`config.mk`:
```
export PLATFORM = sky130hd
export DESIGN_NAME = uart_mode_channel
export DESIGN_NICKNAME = d
export VERILOG_FILES = /design/src/core/uart_mode_pkg.sv /design/src/core/rx_link_if.sv /design/src/core/uart_rx_frame.sv /design/src/core/uart_mode_channel.sv
export SDC_FILE = /design/constraint.sdc
export NUM_CORES = 1
export LEC_CHECK = 0
export BUFFER_PORTS_ARGS = -buffer_cell sky130_fd_sc_hd__clkbuf_2
export CORE_ASPECT_RATIO = 1.2
export CORE_MARGIN = 2
export CORE_UTILIZATION = 60
export DETAILED_ROUTE_END_ITERATION = 8
export PLACE_DENSITY = 0.74
export SYNTH_ARGS = -nofsm -noshare
export SYNTH_HDL_FRONTEND = slang
export SYNTH_SLANG_ARGS = --single-unit
export TNS_END_PERCENT = 1
```
`constraint.sdc`:
```
create_clock -name clock -period 2.4 [get_ports clock]
set_input_delay 0.24 -clock clock [delete_from_list [all_inputs] [get_ports clock]]
set_output_delay 0.24 -clock clock [all_outputs]
set_load 0.02 [all_outputs]
```
`src/core/uart_mode_pkg.sv`:
```
package uart_mode_pkg;
   // Register byte addresses on the plain register port.
   localparam logic [7:0] ADDR_MODE = 8'h00;
   localparam logic [7:0] ADDR_STATUS = 8'h04;
   localparam logic [7:0] ADDR_CTRL = 8'h08;
   localparam logic [7:0] ADDR_DATA = 8'h0C;
   localparam logic [7:0] ADDR_OPORT = 8'h10;
   // Reset values.
   localparam logic [7:0] MODE_ONE_RST = 8'h00;
   localparam logic [7:0] MODE_TWO_RST = 8'h00;
   localparam logic [3:0] CTRL_RST = 4'h0;
   // Mode register two field positions.
   localparam int CHMODE_LSB = 6;
   localparam int RTS_CTL_BIT = 5;
   localparam int CTS_CTL_BIT = 4;
   localparam int STOP_MSB = 3;
   // Channel mode encodings.
   localparam logic [1:0] MODE_NORMAL = 2'h0;
   localparam logic [1:0] MODE_ECHO = 2'h1;
   localparam logic [1:0] MODE_LOCAL = 2'h2;
   localparam logic [1:0] MODE_REMOTE = 2'h3;
   // Control register bits.
   localparam int CTRL_TX_EN = 0;
   localparam int CTRL_RX_EN = 1;
   localparam int CTRL_EXT1X = 2;
   localparam int CTRL_PTR_RST = 3;
   // Timing: the 16x tick comes from the 100 MHz clock.
   localparam int CLK_HZ = 100_000_000;
   localparam int BAUD_HZ = 115_200;
   localparam int TICK_DIV = CLK_HZ / (16 * BAUD_HZ);
   localparam logic [5:0] BIT_TICKS = 6'h10;
   localparam logic [5:0] HALF_TICKS = 6'h08;
   localparam logic [5:0] STOP_SHORT_BASE = 6'h09;
   localparam logic [5:0] STOP_LONG_BASE = 6'h19;
   localparam logic [5:0] FIVE_BIT_EXTRA = 6'h08;
   // One-hot state codes shared by both directions.
   typedef enum logic [4:0] {
      ST_IDLE = 5'b00001,
      ST_START = 5'b00010,
      ST_DATA = 5'b00100,
      ST_PAR = 5'b01000,
      ST_STOP = 5'b10000
   } frame_state_t;
endpackage

```
`src/core/rx_link_if.sv`:
```
`timescale 1ns/10ps
`default_nettype none
// Carries the receive line, framing settings and received results.
interface rx_link_if;
   logic tick;
   logic line;
   logic [1:0] char_len;
   logic parity_en;
   logic parity_odd;
   logic [7:0] data;
   logic valid;
   logic parity_err;
   logic frame_err;
   modport main (output tick, line, char_len, parity_en, parity_odd,
      input data, valid, parity_err, frame_err);
   modport rx (input tick, line, char_len, parity_en, parity_odd,
      output data, valid, parity_err, frame_err);
endinterface
`default_nettype wire

```
`src/core/uart_rx_frame.sv`:
```
`timescale 1ns/10ps
`default_nettype none
// Receiver that samples each bit at its centre from the 16x tick.
module uart_rx_frame (
   // Clock and reset.
   input wire logic clock,
   input wire logic rst_n,
   // Link to the channel.
   rx_link_if.rx lnk
);
   uart_mode_pkg::frame_state_t state_reg;
   logic [5:0] cnt_reg; // Ticks left to the next sample point.
   logic [2:0] bitn_reg; // Index of the data bit being sampled.
   logic [7:0] shift_reg; // Assembled character, LSB first.
   logic par_reg; // Running parity of the data bits.
   wire last_bit = (bitn_reg == {1'b0, lnk.char_len} + 3'd4);
   wire at_point = lnk.tick && (cnt_reg == 6'h00);
   wire [7:0] data_next = {lnk.line, shift_reg[7:1]};

   // The frame walker; data shift by the character length at the end.
   always_ff @(posedge clock) begin
      if (!rst_n) begin
         state_reg <= uart_mode_pkg::ST_IDLE;
         cnt_reg <= 6'h00;
         bitn_reg <= 3'h0;
         shift_reg <= 8'h00;
         par_reg <= 1'b0;
         lnk.valid <= 1'b0;
         lnk.data <= 8'h00;
         lnk.parity_err <= 1'b0;
         lnk.frame_err <= 1'b0;
      end else begin
         lnk.valid <= 1'b0;
         unique case (state_reg)
            uart_mode_pkg::ST_IDLE: begin
               // A falling line opens a start bit, checked at its centre.
               if (lnk.tick && !lnk.line) begin
                  state_reg <= uart_mode_pkg::ST_START;
                  cnt_reg <= uart_mode_pkg::HALF_TICKS - 6'h02;
               end
            end
            uart_mode_pkg::ST_START: begin
               if (lnk.tick) cnt_reg <= cnt_reg - 6'h01;
               if (at_point) begin
                  // A high line here was a glitch, so go back to idle.
                  state_reg <= lnk.line ? uart_mode_pkg::ST_IDLE : uart_mode_pkg::ST_DATA;
                  cnt_reg <= uart_mode_pkg::BIT_TICKS - 6'h01;
                  bitn_reg <= 3'h0;
                  par_reg <= 1'b0;
               end
            end
            uart_mode_pkg::ST_DATA: begin
               if (lnk.tick) cnt_reg <= cnt_reg - 6'h01;
               if (at_point) begin
                  shift_reg <= data_next;
                  par_reg <= par_reg ^ lnk.line;
                  bitn_reg <= bitn_reg + 3'h1;
                  cnt_reg <= uart_mode_pkg::BIT_TICKS - 6'h01;
                  if (last_bit) begin
                     state_reg <= lnk.parity_en ? uart_mode_pkg::ST_PAR : uart_mode_pkg::ST_STOP;
                  end
               end
            end
            uart_mode_pkg::ST_PAR: begin
               if (lnk.tick) cnt_reg <= cnt_reg - 6'h01;
               if (at_point) begin
                  lnk.parity_err <= (par_reg ^ lnk.line) != lnk.parity_odd;
                  cnt_reg <= uart_mode_pkg::BIT_TICKS - 6'h01;
                  state_reg <= uart_mode_pkg::ST_STOP;
               end
            end
            uart_mode_pkg::ST_STOP: begin
               if (lnk.tick) cnt_reg <= cnt_reg - 6'h01;
               // One mark check at the stop centre, whatever the stop length.
               if (at_point) begin
                  lnk.frame_err <= !lnk.line;
                  lnk.valid <= 1'b1;
                  lnk.data <= shift_reg >> (3'd3 - {1'b0, lnk.char_len});
                  if (!lnk.parity_en) lnk.parity_err <= 1'b0;
                  state_reg <= uart_mode_pkg::ST_IDLE;
               end
            end
         endcase
      end
   end
endmodule
`default_nettype wire

```
`src/core/uart_mode_channel.sv`:
```
`timescale 1ns/10ps
`default_nettype none
module uart_mode_channel (
   // Clock and reset.
   input wire logic clock,
   input wire logic rst_n,
   // Register port.
   input wire logic [7:0] addr,
   input wire logic [7:0] wr_data,
   input wire logic wr_en,
   input wire logic rd_en,
   output logic [7:0] rd_data,
   // Serial and handshake pins.
   input wire logic serial_in_a,
   input wire logic clear_send_in_a_n,
   output logic serial_out_a,
   output logic request_send_out_a_n
);
   rx_link_if lnk ();

   // Registers seen by software.
   logic [7:0] channel_a_mode_one_reg;
   logic [7:0] channel_a_mode_two_reg;
   logic [3:0] ctrl_reg; // Transmit enable, receive enable, external 1x clock.
   logic ptr_reg; // Mode pointer: low selects mode one.
   logic output_pin_zero_reg; // Output port bit zero.
   logic [7:0] rx_hold_reg;
   logic rx_ready_reg;
   logic perr_reg;
   logic ferr_reg;
   logic [7:0] tx_hold_reg;
   logic tx_full_reg;
   // Pin synchronisers; only the second stage is read by logic.
   logic [1:0] rxd_sync_reg;
   logic [1:0] cts_sync_reg;
   wire rxd_pin = rxd_sync_reg[1];
   wire cts_high = cts_sync_reg[1];
   // 16x tick divider.
   logic [7:0] div_reg;
   wire tick = (div_reg == 8'((uart_mode_pkg::TICK_DIV) - 1));

   // Field decode.
   wire [1:0] chmode = channel_a_mode_two_reg[7:uart_mode_pkg::CHMODE_LSB];
   wire rts_ctl = channel_a_mode_two_reg[uart_mode_pkg::RTS_CTL_BIT];
   wire cts_ctl = channel_a_mode_two_reg[uart_mode_pkg::CTS_CTL_BIT];
   wire [3:0] stop_code = channel_a_mode_two_reg[uart_mode_pkg::STOP_MSB:0];
   wire tx_en = ctrl_reg[uart_mode_pkg::CTRL_TX_EN];
   wire rx_en = ctrl_reg[uart_mode_pkg::CTRL_RX_EN];
   wire ext1x = ctrl_reg[uart_mode_pkg::CTRL_EXT1X];
   wire [1:0] char_len = channel_a_mode_one_reg[1:0];
   wire [1:0] par_mode = channel_a_mode_one_reg[4:3];
   wire par_type = channel_a_mode_one_reg[2];
   wire par_en = !par_mode[1];
   // Mode decode, applied combinationally so a write acts at once.
   wire mode_echo = (chmode == uart_mode_pkg::MODE_ECHO);
   wire mode_local = (chmode == uart_mode_pkg::MODE_LOCAL);
   wire mode_remote = (chmode == uart_mode_pkg::MODE_REMOTE);
   wire echo_sel = mode_echo || mode_remote;

   // Stop length in sixteenths of a bit.
   function automatic logic [5:0] stop_len(input logic [3:0] code, input logic five,
      input logic ext);
      logic [5:0] len;
      len = code[3] ? uart_mode_pkg::STOP_LONG_BASE + 6'(code[2:0])
         : uart_mode_pkg::STOP_SHORT_BASE + 6'(code[2:0]);
      if (five && !code[3]) len = len + uart_mode_pkg::FIVE_BIT_EXTRA;
      if (ext) len = code[3] ? uart_mode_pkg::BIT_TICKS + uart_mode_pkg::BIT_TICKS
         : uart_mode_pkg::BIT_TICKS;
      return len;
   endfunction
   wire [5:0] stop_ticks = stop_len(stop_code, char_len == 2'h0, ext1x);

   // Register port decode.
   wire mode_hit = (addr == uart_mode_pkg::ADDR_MODE);
   wire wr_mode1 = wr_en && mode_hit && !ptr_reg;
   wire wr_mode2 = wr_en && mode_hit && ptr_reg;
   wire wr_ctrl = wr_en && (addr == uart_mode_pkg::ADDR_CTRL);
   wire wr_data_hit = wr_en && (addr == uart_mode_pkg::ADDR_DATA);
   wire wr_oport = wr_en && (addr == uart_mode_pkg::ADDR_OPORT);
   wire rd_data_hit = rd_en && (addr == uart_mode_pkg::ADDR_DATA);

   // Transmitter state.
   uart_mode_pkg::frame_state_t tx_state_reg;
   logic [5:0] tx_cnt_reg; // Ticks left in the current slot.
   logic [2:0] tx_bitn_reg;
   logic [7:0] tx_shift_reg;
   logic tx_par_reg; // Parity bit to send.
   logic [5:0] echo_hold_reg; // Ticks of echo left after the mode was dropped.
   logic [5:0] rts_cnt_reg; // Ticks since the transmitter went quiet.
   wire echo_act = echo_sel || (echo_hold_reg != 6'h00);
   wire tx_slot_end = tick && (tx_cnt_reg == 6'h00);
   wire tx_last = (tx_bitn_reg == {1'b0, char_len} + 3'd4);
   // Clear-to-send gate only when its control bit is set.
   wire cts_block = cts_ctl && cts_high;
   wire tx_go = tx_full_reg && tx_en && !echo_act && !cts_block;
   wire tx_idle = (tx_state_reg == uart_mode_pkg::ST_IDLE);
   wire auto_cond = rts_ctl && !tx_en && tx_idle && !tx_full_reg && output_pin_zero_reg;
   // Only the bits that are sent count towards parity, so short characters mask the rest.
   wire [7:0] char_mask = 8'hFF >> (3'd3 - {1'b0, char_len});
   wire data_par = ^(tx_hold_reg & char_mask);
   // Line level from the transmitter; marking while idle or waiting.
   wire tx_line = (tx_state_reg == uart_mode_pkg::ST_START) ? 1'b0
      : (tx_state_reg == uart_mode_pkg::ST_DATA) ? tx_shift_reg[0]
      : (tx_state_reg == uart_mode_pkg::ST_PAR) ? tx_par_reg : 1'b1;
   // Echo wins while active, then local loopback holds the pin high.
   wire serial_next = echo_act ? rxd_pin : (mode_local ? 1'b1 : tx_line);
   wire rts_auto_clr = auto_cond && tick && (rts_cnt_reg == uart_mode_pkg::BIT_TICKS - 6'h01);
   wire opr0_next = wr_oport ? wr_data[0] : (rts_auto_clr ? 1'b0 : output_pin_zero_reg);

   // Receiver link; local loopback feeds it from the transmitter.
   assign lnk.tick = tick;
   assign lnk.line = mode_local ? tx_line : rxd_pin;
   assign lnk.char_len = char_len;
   assign lnk.parity_en = par_en && !mode_remote;
   assign lnk.parity_odd = par_type;
   uart_rx_frame u_rx (
      .clock(clock),
      .rst_n(rst_n),
      .lnk(lnk)
   );
   // Remote loopback keeps data and error status from software.
   wire rx_deliver = lnk.valid && rx_en && !mode_remote;

   // Synchronisers and the tick divider.
   always_ff @(posedge clock) begin
      if (!rst_n) begin
         rxd_sync_reg <= 2'h3;
         cts_sync_reg <= 2'h3;
         div_reg <= 8'h00;
      end else begin
         rxd_sync_reg <= {rxd_sync_reg[0], serial_in_a};
         cts_sync_reg <= {cts_sync_reg[0], clear_send_in_a_n};
         div_reg <= tick ? 8'h00 : div_reg + 8'h01;
      end
   end

   // Mode registers and their pointer.
   always_ff @(posedge clock) begin
      if (!rst_n) begin
         channel_a_mode_one_reg <= uart_mode_pkg::MODE_ONE_RST;
         channel_a_mode_two_reg <= uart_mode_pkg::MODE_TWO_RST;
         ptr_reg <= 1'b0;
         ctrl_reg <= uart_mode_pkg::CTRL_RST;
      end else begin
         if (wr_mode1) channel_a_mode_one_reg <= wr_data;
         if (wr_mode2) channel_a_mode_two_reg <= wr_data;
         // Any mode-one access moves the pointer; mode two leaves it.
         if ((wr_en || rd_en) && mode_hit && !ptr_reg) ptr_reg <= 1'b1;
         if (wr_ctrl) begin
            ctrl_reg <= {1'b0, wr_data[2:0]};
            if (wr_data[uart_mode_pkg::CTRL_PTR_RST]) ptr_reg <= 1'b0;
         end
      end
   end

   // Receive holding, status flags, and read data for the next cycle only.
   always_ff @(posedge clock) begin
      if (!rst_n) begin
         rx_hold_reg <= 8'h00;
         rx_ready_reg <= 1'b0;
         perr_reg <= 1'b0;
         ferr_reg <= 1'b0;
         rd_data <= 8'h00;
      end else begin
         // A new character in the read cycle wins over the clear.
         if (rd_data_hit) rx_ready_reg <= 1'b0;
         if (rx_deliver) begin
            rx_hold_reg <= lnk.data;
            rx_ready_reg <= 1'b1;
            perr_reg <= lnk.parity_err;
            ferr_reg <= lnk.frame_err;
         end
         rd_data <= 8'h00;
         if (rd_en) begin
            unique case (addr)
               uart_mode_pkg::ADDR_MODE: rd_data <= ptr_reg ? channel_a_mode_two_reg
                  : channel_a_mode_one_reg;
               uart_mode_pkg::ADDR_STATUS: rd_data <= {2'h0, ptr_reg, ferr_reg, perr_reg,
                  tx_idle && !tx_full_reg && !echo_act, !tx_full_reg && !echo_act,
                  rx_ready_reg};
               uart_mode_pkg::ADDR_CTRL: rd_data <= {4'h0, ctrl_reg};
               uart_mode_pkg::ADDR_DATA: rd_data <= rx_hold_reg;
               uart_mode_pkg::ADDR_OPORT: rd_data <= {7'h00, output_pin_zero_reg};
               default: rd_data <= 8'h00;
            endcase
         end
      end
   end

   // Output port bit, its auto clear and the pins.
   always_ff @(posedge clock) begin
      if (!rst_n) begin
         output_pin_zero_reg <= 1'b0;
         rts_cnt_reg <= 6'h00;
         request_send_out_a_n <= 1'b1;
         serial_out_a <= 1'b1;
      end else begin
         output_pin_zero_reg <= opr0_next;
         if (!auto_cond) rts_cnt_reg <= 6'h00;
         else if (tick) rts_cnt_reg <= rts_cnt_reg + 6'h01;
         request_send_out_a_n <= !opr0_next;
         serial_out_a <= serial_next;
      end
   end

   // Echo hold after the stop sample when echo is being left.
   always_ff @(posedge clock) begin
      if (!rst_n) echo_hold_reg <= 6'h00;
      else if (lnk.valid && echo_sel && tx_en) echo_hold_reg <= uart_mode_pkg::BIT_TICKS;
      else if (tick && echo_hold_reg != 6'h00) echo_hold_reg <= echo_hold_reg - 6'h01;
   end

   // Transmitter; a started character runs to its end regardless of pins.
   always_ff @(posedge clock) begin
      if (!rst_n) begin
         tx_state_reg <= uart_mode_pkg::ST_IDLE;
         tx_cnt_reg <= 6'h00;
         tx_bitn_reg <= 3'h0;
         tx_shift_reg <= 8'h00;
         tx_par_reg <= 1'b0;
         tx_hold_reg <= 8'h00;
         tx_full_reg <= 1'b0;
      end else begin
         // Writes are dropped while the holding word is full or echo owns the line.
         if (wr_data_hit && !tx_full_reg && !echo_act) begin
            tx_hold_reg <= wr_data;
            tx_full_reg <= 1'b1;
         end
         if (tick && tx_cnt_reg != 6'h00) tx_cnt_reg <= tx_cnt_reg - 6'h01;
         unique case (tx_state_reg)
            uart_mode_pkg::ST_IDLE: begin
               if (tick && tx_go) begin
                  tx_state_reg <= uart_mode_pkg::ST_START;
                  tx_cnt_reg <= uart_mode_pkg::BIT_TICKS - 6'h01;
                  tx_shift_reg <= tx_hold_reg;
                  tx_par_reg <= par_mode[0] ? par_type : data_par ^ par_type;
                  tx_bitn_reg <= 3'h0;
                  tx_full_reg <= 1'b0;
               end
            end
            uart_mode_pkg::ST_START: begin
               if (tx_slot_end) begin
                  tx_state_reg <= uart_mode_pkg::ST_DATA;
                  tx_cnt_reg <= uart_mode_pkg::BIT_TICKS - 6'h01;
               end
            end
            uart_mode_pkg::ST_DATA: begin
               if (tx_slot_end) begin
                  tx_shift_reg <= {1'b1, tx_shift_reg[7:1]};
                  tx_bitn_reg <= tx_bitn_reg + 3'h1;
                  tx_cnt_reg <= uart_mode_pkg::BIT_TICKS - 6'h01;
                  if (tx_last && par_en) tx_state_reg <= uart_mode_pkg::ST_PAR;
                  else if (tx_last) begin
                     tx_state_reg <= uart_mode_pkg::ST_STOP;
                     tx_cnt_reg <= stop_ticks - 6'h01;
                  end
               end
            end
            uart_mode_pkg::ST_PAR: begin
               if (tx_slot_end) begin
                  tx_state_reg <= uart_mode_pkg::ST_STOP;
                  tx_cnt_reg <= stop_ticks - 6'h01;
               end
            end
            uart_mode_pkg::ST_STOP: begin
               if (tx_slot_end) tx_state_reg <= uart_mode_pkg::ST_IDLE;
            end
         endcase
      end
   end
endmodule
`default_nettype wire

```
==> results.cfg <==
[global_routing]
grt_start_max_net_pins = 41
first_global_vias = 5539
grt_pass1_wl_um = 26000
grt_util_all_layers_pct = 27.3
antenna_found_initial = 0
overflow_left_after_global_routing = 0

[clock_network]
clkSinkCount = 132
ctsRootBufferMaster = sky130_fd_sc_hd__clkbuf_16
cts_tree = done
ctsHtreeMaxLevel = 4
tritoncts_buffer_count = 17
clock_insertion_delay_worst_skew_ns = 0.42
worst_setup_hold_path_clk_slew_ns = 0.06
clk_path_buf_depth = 2

[place]
gpl.final_weighted_congestion = 0.917
placed_area_um2 = 6860
dp_worst_setup_slack_ns = 0.115
dp.final_hpwl_um = 11200
placement.io_buffers = 31

[floorplan]
core_area_um2 = 10500
die-width_um = 99.0
rows = 41
top_level_ports = 32
start_util_pct = 61.8
die_y_um = 118
die-area_um2 = 11700

[final_layout]
post_route_cells_drive_above_1_share_pct = 14.7
stdcell_area_um2 = 7540
number_of_antenna_repair_diodes = 0
area_growth_pct = 15.9
final_nets = 833

[timing]
setup_viol = 0
worst-slew-pin-transition_ns = 0.719
post-route-period-util_pct = 95.5
finalHoldViolations = 0
period_needed_ns = 2.29
max_freq_ghz = 0.437
worst_clock_skew_ns = 0.0114
grt_setup_unrepaired = true
finalSetupTns_ns = 0
slew_headroom_pct = 52.0
max_slew_violation_count = 0
final_critical_path_setup_slack_ns = 0.109

[setup_path]
slowest_stage = sky130_fd_sc_hd__nor4_4
cp.buffers_inverters = 0
arrival_ns = 2.60
largest_stage_delay_on_the_critical_path_ns = 0.45
cp_top_family = simple AND/OR/NAND/NOR gates
timing.setup.critical_path_class = reg -> reg
worst_ep_required_time_ns = 2.71
path_max_fanout = 6
r2r_slack_ns = 0.11
timing.critical_path.from_type = register
path_cells = or3b_4 > nor4_4 > a21oi_2 > nor4_4 > nor2_1 > o31a_1
cp_common_cell = sky130_fd_sc_hd__nor4_4
endpoint_kind = register

[drt]
routed_wire_length_per_instance_um = 16.7
route.vias.total = 5715
drt-pass1-iter-count = 8
detail-route-antenna-nets = 0
initialDrtViolationCount = 366
detail_route.drc_violations = 0
route.detailed.vias_per_inst = 6.07
routed_wl_um = 15800

[synth]
synth_cell_type_count = 70
mappedNetlistNets = 790
synth_top_area_share_pct = 40.6
synthesis.yosys.warnings = 0
netlist_area_um2 = 6500
synth_edf_count = 0
yosysSeqAreaShare_pct = 40.6
synthAdderAreaFrac_pct = 2.31
synthCells = 756
dominantRegCellSynth = sky130_fd_sc_hd__dfxtp_1
largest_family_of_logic_cells_by_synthesized_area = simple AND/OR/NAND/NOR gates
yosys.cell_count.top_type = sky130_fd_sc_hd__dfxtp_1
yosys.area.top_type = sky130_fd_sc_hd__dfxtp_1
synth_common_cells = sky130_fd_sc_hd__dfxtp_1 (132), sky130_fd_sc_hd__nor2_1 (111), sky130_fd_sc_hd__nand2_1 (79)
area_contributors_post_synth = sky130_fd_sc_hd__dfxtp_1 (41%), sky130_fd_sc_hd__mux2i_1 (8.9%), sky130_fd_sc_hd__nor2_1 (6.4%)
synth_seq_cells = 132
synth-compound-area-share_pct = 14.2
synth_xor_area_share_pct = 5.33
synth.mux.area_fraction_pct = 9.97
post_synth_and_or_nand_nor_area_fraction_pct = 24.1
synth_async_sr_flop_share_pct = 0
avgSynthCellArea_um2 = 8.60

[run_status]
outcome = completed

[pwr]
totalPowerFinal_mw = 5.59
p_leak_nw = 2.94
power-per-cell-area_nw_per_um2 = 741
ir_worst_vdd_mv = 0.429

[min_path]
hold_path.class = in -> reg

[flow_run]
max_cap_viol_count = 0
-- per-layer routing --
layer	GRT usage [%]	part of all wire (%)	up-vias
li1	-	-	2757
met1	32.0	41	2750
met2	47.6	52	171
met3	5.82	4.7	37
met4	11.9	2.8	0
met5	0	0	-
-- worst paths after layout --
path | depth (start not counted) | endpoint | startpoint
hold reg to reg | 1 | cts_sync_reg[1] | cts_sync_reg[0]
hold / removal | 2 | cts_sync_reg[0] | clear_send_in_a_n
setup / recovery | 6 | tx_cnt_reg[0] | div_reg[2]
setup reg to reg | 6 | tx_cnt_reg[0] | div_reg[2]
-- metrics by stage --
stage / utilization (%) / hold WS, ns / std cells
after CTS: 71.3 / 0.00981 / 938
after floorplan: - / 0.341 / 756
after detailed placement: 65.2 / 0.397 / 905
after global placement: 65.2 / 0.396 / 905
after global routing: 71.7 / 0.0426 / 941
final: 71.7 / 0.0174 / 941
-- where the power goes --
| group | total, mW | switching [mW] | internal [mW] |
|---|---|---|---|
| logic | 0.512 | 0.302 | 0.210 |
| registers | 2.32 | 0.0583 | 2.26 |
| clock network | 2.75 | 1.00 | 1.75 |
-- cells in the final DEF (no fill, tap or decap), drive strengths merged, types with 25 or more instances in the layout --
cell type / netlist / final
mux2i: 58 / 58
nand2: 79 / 79
clkbuf: 26 / 49
a21oi: 54 / 54
dfxtp: 132 / 132
nand3: 25 / 25
buf: 13 / 31
nor2: 113 / 113
-- what timing repair did --
| action | in CTS | in global routing |
|---|---|---|
| hold buffers | 1 | 0 |
| resized for setup | 0 | 2 |
| setup endpoints to repair | 0 | 12 |
| buffers inserted | 0 | 3 |
| hold endpoints to repair | 1 | 0 |
-- cells by family (layout without fill, tap and decap cells) --
logic type      after synthesis  in the layout
compound gates              141            141
simple gates                315            315
fa+ha+maj                    12             12
xor+xnor                     38             38
buf+inv                      54            110
flops                       132            132
mux                          64             64
-- area by class of cell --
class                   count  area [um^2]
repair buffers             63          410
flip-flops and latches    132         2640
fillers                   827         2980
inverters                  15         56.3
multi-input cells         570         3640
clock inverters            14          199
clock buffers              18          429
well taps                 129          161
Power figures use the tool's default switching activity.
